## src/rtl/rsc_pkg.sv

```systemverilog
// Summary of operation
// [RQ1] core brown-out detection is always on, fixed trip near 1.6V, forces reset
// [RQ2] after core recovery, reset releases only once the power-up timer expires
// [RQ3] core brown-out clears the core brown-out flag, reset control bit 0
// [RQ4] software sets the core brown-out flag after each brown-out or power-on
// [RQ5] supply brown-out detection works only when its enable config bit is set
// [RQ6] supply trip level is 1.8V or 2.0V, chosen by the level select bit
// [RQ7] supply brown-out acts in run, idle and normal sleep, holding reset
// [RQ8] after supply recovery, reset holds until the power-up timer period elapses
// [RQ9] supply brown-out reset sets the supply brown-out flag, bit 3 of register three
// [RQ10] new designs should watch the supply brown-out rather than the core one
// [RQ11] battery brown-out disabled by its config bit gives no reset and no sign
// [RQ12] enabled battery brown-out resets, then runs in battery mode until supply returns
// [RQ13] deep-sleep brown-out detection works only when its enable config bit is set
// [RQ14] deep-sleep brown-out never wakes the device from deep sleep
// [RQ15] deep-sleep brown-out is recorded in bit 1 of deep-sleep control low
// [RQ16] reset instruction asserts system reset but leaves the clock source running
// [RQ17] after reset instruction, config reloads and reset releases next instruction cycle
// [RQ18] master-clear input passes a noise filter so short pulses cause no reset
// [RQ19] reset instruction clears the reset command flag, bit 4; software sets it
// [RQ20] stack overflow or underflow resets only when stack error reset is enabled
// [RQ21] master-clear low pulses shorter than a set cycle count are rejected
// [RQ22] all sources drive one system reset, voltage sources held to timer expiry
package rsc_pkg;

  // clock and timing, figures in ns, counts derived
  localparam int MCLK_NS       = 50;
  localparam int PWRT_NS       = 1_000_000;
  localparam int PWRT_CYC      = (PWRT_NS + MCLK_NS - 1) / MCLK_NS;
  localparam int MASTER_CLEAR_PIN_FILT_NS  = 200;
  localparam int MASTER_CLEAR_PIN_FILT_CYC = (MASTER_CLEAR_PIN_FILT_NS + MCLK_NS - 1) / MCLK_NS;
  localparam int INSTR_CYC_NS  = 200;
  localparam int INSTR_CYC     = (INSTR_CYC_NS + MCLK_NS - 1) / MCLK_NS;

  // register byte offsets
  localparam logic [7:0] OFS_RESET_CONTROL_REG   = 8'h00;
  localparam logic [7:0] OFS_RESET_CONTROL_REG_THREE  = 8'h04;
  localparam logic [7:0] OFS_DEEP_SLEEP_CONTROL_LOW = 8'h08;
  localparam logic [7:0] OFS_STATUS = 8'h0C;

  // field positions
  localparam int RESET_CONTROL_REG_CORE_BO_BIT  = 0;
  localparam int RESET_CONTROL_REG_POR_BIT      = 1;
  localparam int RESET_CONTROL_REG_RI_BIT       = 4;
  localparam int RESET_CONTROL_REG_THREE_SPOR_BIT    = 2;
  localparam int RESET_CONTROL_REG_THREE_SBO_BIT     = 3;
  localparam int DEEP_SLEEP_CONTROL_LOW_DSBO_BIT   = 1;
  localparam int STATUS_BATT_BIT   = 5;

  // reset values and software write masks
  localparam logic [7:0] RESET_CONTROL_REG_RST    = 8'h10;
  localparam logic [7:0] RESET_CONTROL_REG_THREE_RST   = 8'h00;
  localparam logic [7:0] DEEP_SLEEP_CONTROL_LOW_RST  = 8'h00;
  localparam logic [7:0] RESET_CONTROL_REG_WMASK  = 8'h13;
  localparam logic [7:0] RESET_CONTROL_REG_THREE_WMASK = 8'h0C;
  localparam logic [7:0] DSCON_WMASK = 8'h02;

  // sequencer states
  typedef enum logic [4:0] {
    ST_RUN   = 5'b0_0001,
    ST_VHOLD = 5'b0_0010,
    ST_PWRT  = 5'b0_0100,
    ST_MHOLD = 5'b0_1000,
    ST_IRST  = 5'b1_0000
  } rsc_state_e;

  // configuration word bits
  typedef struct packed {
    logic stack_error_reset_enable;
    logic supply_brownout_enable;
    logic supply_brownout_level_select;  // 1 = 2.0V, 0 = 1.8V
    logic battery_brownout_enable;
    logic deep_sleep_brownout_enable;
  } rsc_cfg_s;

  // analog detector trips, high while below threshold
  typedef struct packed {
    logic core_low;
    logic supply_low_1v8;
    logic supply_low_2v0;
    logic battery_low;
    logic deep_sleep_low;
  } rsc_trip_s;

endpackage

```

## src/rtl/rsc_reset_source_controller.sv

```systemverilog
// The AHB-Lite register port and the placing of the registers were left to the implementer.
`timescale 1ns/100ps
module rsc_reset_source_controller #(
  parameter int PWRT_CYCLES      = rsc_pkg::PWRT_CYC,
  parameter int MASTER_CLEAR_PIN_FILT_CYCLES = rsc_pkg::MASTER_CLEAR_PIN_FILT_CYC
) (
  input  wire logic                MCLK,
  input  wire logic                RESETN,
  input  wire logic                HSEL,
  input  wire logic [31:0]         HADDR,
  input  wire logic [1:0]          HTRANS,
  input  wire logic                HWRITE,
  input  wire logic [2:0]          HSIZE,
  input  wire logic [31:0]         HWDATA,
  input  wire logic                HREADY,
  output logic      [31:0]         HRDATA,
  output logic                     HREADYOUT,
  output logic                     HRESP,
  input  wire rsc_pkg::rsc_trip_s  TRIP,
  input  wire rsc_pkg::rsc_cfg_s   CFG,
  input  wire logic                MASTER_CLEAR_PIN_N,
  input  wire logic                VDD_PRESENT,
  input  wire logic                DEEP_SLEEP,
  input  wire logic                RESET_INSTR,
  input  wire logic                STACK_ERR,
  output logic                     SYSTEM_RESET,
  output logic                     BATTERY_MODE,
  output logic                     CLOCK_REINIT,
  output logic                     CONFIG_RELOAD
);
  import rsc_pkg::*;

  localparam int CMAX = (PWRT_CYCLES > INSTR_CYC) ? PWRT_CYCLES : INSTR_CYC;
  localparam int CW   = $clog2(CMAX + 2);
  localparam int FW   = $clog2(MASTER_CLEAR_PIN_FILT_CYCLES + 1);

  // word address match, shared by write decode and read mux
  function automatic logic hit(input logic [31:0] addr, input logic [7:0] ofs);
    return (addr[31:8] == 24'h00_0000) && (addr[7:2] == ofs[7:2]);
  endfunction

  rsc_state_e        state_q;
  rsc_state_e        state_d;
  logic [CW-1:0]     cnt_q;
  logic [CW-1:0]     cnt_d;
  logic [FW-1:0]     master_clear_pin_cnt_q;
  logic              master_clear_pin_rst_q;
  logic [7:0]        reset_control_reg_q;
  logic [7:0]        reset_control_reg_three_q;
  logic [7:0]        dscon_q;
  logic              batt_mode_q;
  logic              sys_rst_q;
  logic              clk_reinit_q;
  logic              cfg_reload_q;
  logic              wr_pend_q;
  logic [31:0]       wr_addr_q;
  logic [31:0]       rdata_q;
  logic              addr_ok;
  logic              supply_trip;
  logic              batt_trip;
  logic              ds_trip;
  logic              volt_src;
  logic              instr_go;
  logic [31:0]       read_mux;

  // source qualification by configuration
  // supply detector sleeps in deep sleep: the dedicated, core and battery detectors still run there
  assign supply_trip = CFG.supply_brownout_enable & ~DEEP_SLEEP                // [RQ5] [RQ7]
                     & (CFG.supply_brownout_level_select ? TRIP.supply_low_2v0 // [RQ6]
                                                         : TRIP.supply_low_1v8);
  assign batt_trip   = CFG.battery_brownout_enable & TRIP.battery_low;          // [RQ11]
  assign ds_trip     = CFG.deep_sleep_brownout_enable & DEEP_SLEEP             // [RQ13]
                     & TRIP.deep_sleep_low;
  // core detector has no enable at all
  assign volt_src    = TRIP.core_low | supply_trip | batt_trip;                 // [RQ1] [RQ12]
  assign instr_go    = RESET_INSTR | (STACK_ERR & CFG.stack_error_reset_enable); // [RQ20]

  // master-clear filter: pin must stay low for the full count
  always_ff @(posedge MCLK or negedge RESETN) begin
    if (!RESETN) begin
      master_clear_pin_cnt_q <= '0;
      master_clear_pin_rst_q <= 1'b0;
    end else if (MASTER_CLEAR_PIN_N) begin
      master_clear_pin_cnt_q <= '0;
      master_clear_pin_rst_q <= 1'b0;
    end else if (master_clear_pin_cnt_q == FW'(MASTER_CLEAR_PIN_FILT_CYCLES - 1)) begin
      master_clear_pin_rst_q <= 1'b1;                                                       // [RQ18] [RQ21]
    end else begin
      master_clear_pin_cnt_q <= master_clear_pin_cnt_q + FW'(1);
    end
  end

  // reset sequencer; voltage sources dominate every other state
  always_comb begin
    state_d = state_q;
    cnt_d   = cnt_q;
    case (state_q)
      ST_RUN: begin
        if (volt_src) begin
          state_d = ST_VHOLD;                                                   // [RQ22]
        end else if (master_clear_pin_rst_q) begin
          state_d = ST_MHOLD;
        end else if (instr_go) begin
          state_d = ST_IRST;                                                    // [RQ16]
          cnt_d   = '0;
        end
      end
      ST_VHOLD: begin
        if (!volt_src) begin
          state_d = ST_PWRT;
          cnt_d   = '0;
        end
      end
      ST_PWRT: begin
        if (volt_src) begin
          state_d = ST_VHOLD;
        end else if (cnt_q == CW'(PWRT_CYCLES - 1)) begin
          state_d = ST_RUN;                                                     // [RQ2] [RQ8]
        end else begin
          cnt_d = cnt_q + CW'(1);
        end
      end
      ST_MHOLD: begin
        if (volt_src) begin
          state_d = ST_VHOLD;
        end else if (!master_clear_pin_rst_q) begin
          state_d = ST_RUN;
        end
      end
      ST_IRST: begin
        if (volt_src) begin
          state_d = ST_VHOLD;
        end else if (cnt_q == CW'(INSTR_CYC - 1)) begin
          state_d = ST_RUN;                                                     // [RQ17]
        end else begin
          cnt_d = cnt_q + CW'(1);
        end
      end
      default: begin
        state_d = ST_PWRT;
        cnt_d   = '0;
      end
    endcase
  end

  // power-on starts in the timer, as a fresh supply would
  always_ff @(posedge MCLK or negedge RESETN) begin
    if (!RESETN) begin
      state_q <= ST_PWRT;
      cnt_q   <= '0;
    end else begin
      state_q <= state_d;
      cnt_q   <= cnt_d;
    end
  end

  // registered reset outputs, all sources merged
  always_ff @(posedge MCLK or negedge RESETN) begin
    if (!RESETN) begin
      sys_rst_q    <= 1'b1;
      clk_reinit_q <= 1'b1;
      cfg_reload_q <= 1'b0;
    end else begin
      sys_rst_q    <= (state_d != ST_RUN);                                      // [RQ22]
      // instruction reset keeps the running clock source
      clk_reinit_q <= (state_d == ST_VHOLD) | (state_d == ST_PWRT)            // [RQ16]
                    | (state_d == ST_MHOLD);
      cfg_reload_q <= (state_q == ST_IRST) & (state_d == ST_RUN);              // [RQ17]
    end
  end

  // battery mode entered on battery trip without main supply, left only when supply returns
  always_ff @(posedge MCLK or negedge RESETN) begin
    if (!RESETN) begin
      batt_mode_q <= 1'b0;
    end else if (VDD_PRESENT) begin
      batt_mode_q <= 1'b0;
    end else if (batt_trip) begin
      batt_mode_q <= 1'b1;                                                      // [RQ12]
    end
  end

  // ahb-lite slave, zero wait states, always okay
  assign addr_ok   = HSEL & HTRANS[1] & HREADY;
  assign HREADYOUT = 1'b1;
  assign HRESP     = 1'b0;
  assign HRDATA    = rdata_q;

  always_comb begin
    read_mux = 32'h0000_0000;
    if (hit(HADDR, OFS_RESET_CONTROL_REG)) begin
      read_mux[7:0] = reset_control_reg_q;
    end else if (hit(HADDR, OFS_RESET_CONTROL_REG_THREE)) begin
      read_mux[7:0] = reset_control_reg_three_q;
    end else if (hit(HADDR, OFS_DEEP_SLEEP_CONTROL_LOW)) begin
      read_mux[7:0] = dscon_q;                                                  // [RQ15]
    end else if (hit(HADDR, OFS_STATUS)) begin
      read_mux[4:0]             = state_q;
      read_mux[STATUS_BATT_BIT] = batt_mode_q;
    end
  end

  // address phase capture; read data fetched here, shown in data phase
  always_ff @(posedge MCLK or negedge RESETN) begin
    if (!RESETN) begin
      wr_pend_q <= 1'b0;
      wr_addr_q <= 32'h0000_0000;
      rdata_q   <= 32'h0000_0000;
    end else begin
      wr_pend_q <= addr_ok & HWRITE;
      if (addr_ok) begin
        wr_addr_q <= HADDR;
      end
      if (addr_ok && !HWRITE) begin
        rdata_q <= read_mux;
      end
    end
  end

  // sticky flags survive system reset; hardware events beat software writes
  always_ff @(posedge MCLK or negedge RESETN) begin
    if (!RESETN) begin
      reset_control_reg_q <= RESET_CONTROL_REG_RST;
    end else begin
      if (wr_pend_q && hit(wr_addr_q, OFS_RESET_CONTROL_REG)) begin
        reset_control_reg_q <= HWDATA[7:0] & RESET_CONTROL_REG_WMASK;                                     // [RQ4] [RQ19]
      end
      if (TRIP.core_low) begin
        reset_control_reg_q[RESET_CONTROL_REG_CORE_BO_BIT] <= 1'b0;                                       // [RQ3]
      end
      if (RESET_INSTR) begin
        reset_control_reg_q[RESET_CONTROL_REG_RI_BIT] <= 1'b0;                                            // [RQ19]
      end
    end
  end

  always_ff @(posedge MCLK or negedge RESETN) begin
    if (!RESETN) begin
      reset_control_reg_three_q <= RESET_CONTROL_REG_THREE_RST;
    end else begin
      if (wr_pend_q && hit(wr_addr_q, OFS_RESET_CONTROL_REG_THREE)) begin
        reset_control_reg_three_q <= HWDATA[7:0] & RESET_CONTROL_REG_THREE_WMASK;
      end
      if (supply_trip) begin
        reset_control_reg_three_q[RESET_CONTROL_REG_THREE_SBO_BIT] <= 1'b1;                                         // [RQ9]
      end
    end
  end

  // deep-sleep trip only records; it never enters the sequencer
  always_ff @(posedge MCLK or negedge RESETN) begin
    if (!RESETN) begin
      dscon_q <= DEEP_SLEEP_CONTROL_LOW_RST;
    end else begin
      if (wr_pend_q && hit(wr_addr_q, OFS_DEEP_SLEEP_CONTROL_LOW)) begin
        dscon_q <= HWDATA[7:0] & DSCON_WMASK;
      end
      if (ds_trip) begin
        dscon_q[DEEP_SLEEP_CONTROL_LOW_DSBO_BIT] <= 1'b1;                                       // [RQ14] [RQ15]
      end
    end
  end

  assign SYSTEM_RESET  = sys_rst_q;
  assign BATTERY_MODE  = batt_mode_q;
  assign CLOCK_REINIT  = clk_reinit_q;
  assign CONFIG_RELOAD = cfg_reload_q;

  // checking helpers: quiet run state, and cycles since last voltage trip
  logic          calm;
  logic          pwrt_owed_q;
  logic [CW-1:0] quiet_cnt_q;
  assign calm = (state_q == ST_RUN) & ~TRIP.core_low & ~batt_trip & ~supply_trip
              & MASTER_CLEAR_PIN_N & ~master_clear_pin_rst_q & ~RESET_INSTR & ~STACK_ERR;

  always_ff @(posedge MCLK or negedge RESETN) begin
    if (!RESETN) begin
      pwrt_owed_q <= 1'b1;
      quiet_cnt_q <= '0;
    end else begin
      if (volt_src) begin
        pwrt_owed_q <= 1'b1;
      end else if (state_q == ST_RUN) begin
        pwrt_owed_q <= 1'b0;
      end
      if (volt_src) begin
        quiet_cnt_q <= '0;
      end else if (quiet_cnt_q != '1) begin
        quiet_cnt_q <= quiet_cnt_q + CW'(1);
      end
    end
  end
endmodule

```

## config.mk

```make
export PLATFORM = sky130hd
export DESIGN_NAME = rsc_reset_source_controller
export DESIGN_NICKNAME = d
export VERILOG_FILES = /design/src/rtl/rsc_pkg.sv /design/src/rtl/rsc_reset_source_controller.sv
export SDC_FILE = /design/constraint.sdc
export NUM_CORES = 1
export LEC_CHECK = 0
export ABC_AREA = 1
export BUFFER_PORTS_ARGS = -buffer_cell sky130_fd_sc_hd__clkbuf_2
export CORE_ASPECT_RATIO = 1.2
export CORE_MARGIN = 4
export CORE_UTILIZATION = 35
export CTS_BUF_LIST = sky130_fd_sc_hd__clkbuf_8 sky130_fd_sc_hd__clkbuf_16
export CTS_CLUSTER_DIAMETER = 100
export DETAILED_ROUTE_END_ITERATION = 8
export SYNTH_ARGS = -nofsm -noshare
export SYNTH_HDL_FRONTEND = slang
export SYNTH_SLANG_ARGS = --single-unit
```

## constraint.sdc

```tcl
create_clock -name MCLK -period 2.2 [get_ports MCLK]
set_input_delay 0.11 -clock MCLK [delete_from_list [all_inputs] [get_ports MCLK]]
set_output_delay 0.11 -clock MCLK [all_outputs]
set_load 0.02 [all_outputs]
```

==> metrics.txt <==
top-area cell type share of the netlist area 0.421; area grow syn2layout 17.8%; share of layout cells above drive strength 1 0.228; sequential share of the synthesized area 0.447; Worst Max-Slew Pin Slew 0.513 ns; drt wl/cell approximately 12 um; area of the multi-input gates between 0.0015 and 0.002 mm^2; maximum vdd drop about 0.31 mV; Cell Area, Synth 0.00398 mm^2; status completed; Clk network pwr share 0.346; most frequent cells in the layout nand2_1 (103), nor2_1 (88), dfrtp_1 (67), clkbuf_2 (64), nand3_1 (48); Post-synth ARST share 1.00; Hold Crit Class input pin to flip-flop; final hold viol count 0; CTS H-tree depth 3; initial core utilization 0.359; clock buffer depth 2; GRT overflow 0; Max stage delay on crit path around 0.43 ns; RSZ-0062 raised after global routing false; initial antenna violation count 0; leakage 2.31 nW; Worst Skew 0.00681 ns; gr usage total 0.142; Setup crit end kind flip-flop; area leader, netlist dfrtp_1; CP startpoint kind flip-flop; Area contributors post-synth dfrtp_1 (42%), nand2_1 (9.7%), nor2_1 (8.3%), mux2_2 (7.6%), nand3_1 (6.0%); reg2reg setup slack 0.31 ns; Syn Inst Count 491; Final Critical Period ~1.9 ns; Slew Limit Fails 0; delay-heaviest family, CP simple AND/OR/NAND/NOR gates; Crit Path Max Fanout 16; relative slew slack 0.657; worst path bufs/invs 0; Synth Area per Inst 8.11 um^2; most frequent CP cell nand2_1; vias in the first global route 3341; DRT antenna net count 0; antenna cells 0; cts bufs inserted 9; worst-path cell chain ha_1 > nand3_1 > nor2_1 > nand2_1 > nand2_2 > nand2_4 > nand2_4 > nand2_1 > nand2_1; Unique masters post-synth 39; largest net degree at the start of global routing 53; core area 0.0111 mm^2; Root Driver clkbuf_16; sw frac 0.307; synth warn 0; post-CTS sizing 0; sequential share of power 0.431; vias per inst 4.57; Fillers ~1.1k; die area 0.0132 mm^2; Rows 42; Comb power frac 0.223; PwrDens 797 mW/mm^2; Remaining DRCs 0; die outline height 125 um; CTS tree done; final total power 3.74 mW; Clock transition at path regs 0.06 ns; Setup TNS 0 ns; Fin Hold WS 0.0338 ns; Net Sw Power about 1.1 mW; Port Buffers 65; stages on the worst setup path 9; fin cells 725; Placed Area between 0.004 and 0.005 mm^2; Worst EP arrival between 2 and 2.5 ns; ys flop type dfrtp_1; number of synthesized flops with an enable pin 0; placed insts 705; drt pass-1 iters 5; internal power 2.59 mW; I/O pin cnt 127; slowest CP cell dfrtp_1; CP required 2.46 ns; R2R cell count 9; Post-DP HPWL about 6900 um; Total Routed Length ~8800 um; clk sinks just over 70; maxcap violations 0; commonest non-fill, non-tap cell in the layout nand2_1; number of DRC markers in iteration 0 125; layout net count 658; worst-skew pair later-pin latency 0.32 ns; DIE WIDTH roughly 110 um; first-pass GRT wire length 15200 um; Hold Path Stages 2; Final Cycle Share 0.858; routed vias ~3.3k; # setup viols final 0; crit path kind flip-flop to flip-flop; Synth Register Bits 71; Reg area 0.00178 mm^2; Max Clk Rate 529 MHz; final instance area 0.00469 mm^2; routability-driven placement congestion ratio approximately 0.9
==> worst paths after layout <==
kind                                           start                         to
hold reg to reg            master_clear_pin_cnt_q[0]  master_clear_pin_cnt_q[0]
setup reg to reg                            cnt_q[0]                  cnt_q[11]
hold / removal                              HADDR[5]               wr_addr_q[5]
setup / recovery                            cnt_q[0]                  cnt_q[11]
min in group asynchronous                     RESETN              wr_addr_q[24]
max in group asynchronous                     RESETN               SYSTEM_RESET
==> per-layer routing <==
layer | routed length [um] | share of wire | GRT usage | vias up
met3 | 419 | 0.047 | 0.0353 | 14
met5 | 0 | 0 | 0 | -
met4 | 171 | 0.019 | 0.0602 | 0
met1 | 3810 | 0.43 | 0.169 | 1536
li1 | - | - | - | 1684
met2 | 4420 | 0.50 | 0.242 | 77
==> state kept, by name, indices dropped and copies added (netlist names), 2 cells and up <==
| signal | flops |
|---|---|
| master_clear_pin_cnt_q | 3 |
| state_q | 5 |
| reset_control_reg_three_q | 2 |
| HRDATA | 6 |
| reset_control_reg_q | 3 |
| cnt_q | 15 |
| wr_addr_q | 30 |
==> power groups by stage <==
stage / registers, mW / logic [mW] / clock network (mW)
floorplan: 1.60 / 0.676 / 0
detailed placement: 1.63 / 0.833 / 0
finish: 1.61 / 0.835 / 1.29
CTS: 1.61 / 0.846 / 1.34
global placement: 1.62 / 0.810 / 0
global route: 1.63 / 0.956 / 1.41
==> kinds of logic after synthesis <==
logic type | Yosys count | synth area share
adders and majority gates | 3 | 0.00942
muxes | 27 | 0.0763
and+or+nand+nor | 272 | 0.301
other | 2 | 0.00189
AOI/OAI and AO/OA | 29 | 0.0399
buffers and inverters | 79 | 0.107
DFF | 71 | 0.447
xor gates and xnor gates | 8 | 0.0176
==> per-stage QoR <==
stage	util	setup slack (ns)
global route	0.423	0.150
global placement	0.395	0.349
floorplan	-	0.617
finish	0.423	0.311
CTS	0.423	0.293
detailed placement	0.395	0.312
==> Yosys cell counts, drive strengths merged, types with 3 or more instances <==
cell type,count
a21oi,10
buf,34
dfrtp,67
dfstp,4
ha,3
inv,44
mux2,27
nand2,108
nand3,51
nand4,10
nor2,92
nor3,4
o21ai,15
xor2,6
==> layout make-up <==
type / instances / share of cell area
Multi-Input combinational cell: 367 / 0.399
Clock buffer: 11 / 0.0538
Tap cell: 154 / 0.0410
Sequential cell: 71 / 0.380
Inverter: 44 / 0.0352
Timing Repair Buffer: 73 / 0.0869
Clock inverter: 5 / 0.00426
==> repair_timing <==
| action | 4_1_cts | 5_1_grt |
|---|---|---|
| hold buffers | 4 | 0 |
| endpoints found under the hold margin | 22 | 0 |
| setup buffers | 0 | 0 |
(Power assumes the default switching activity.)
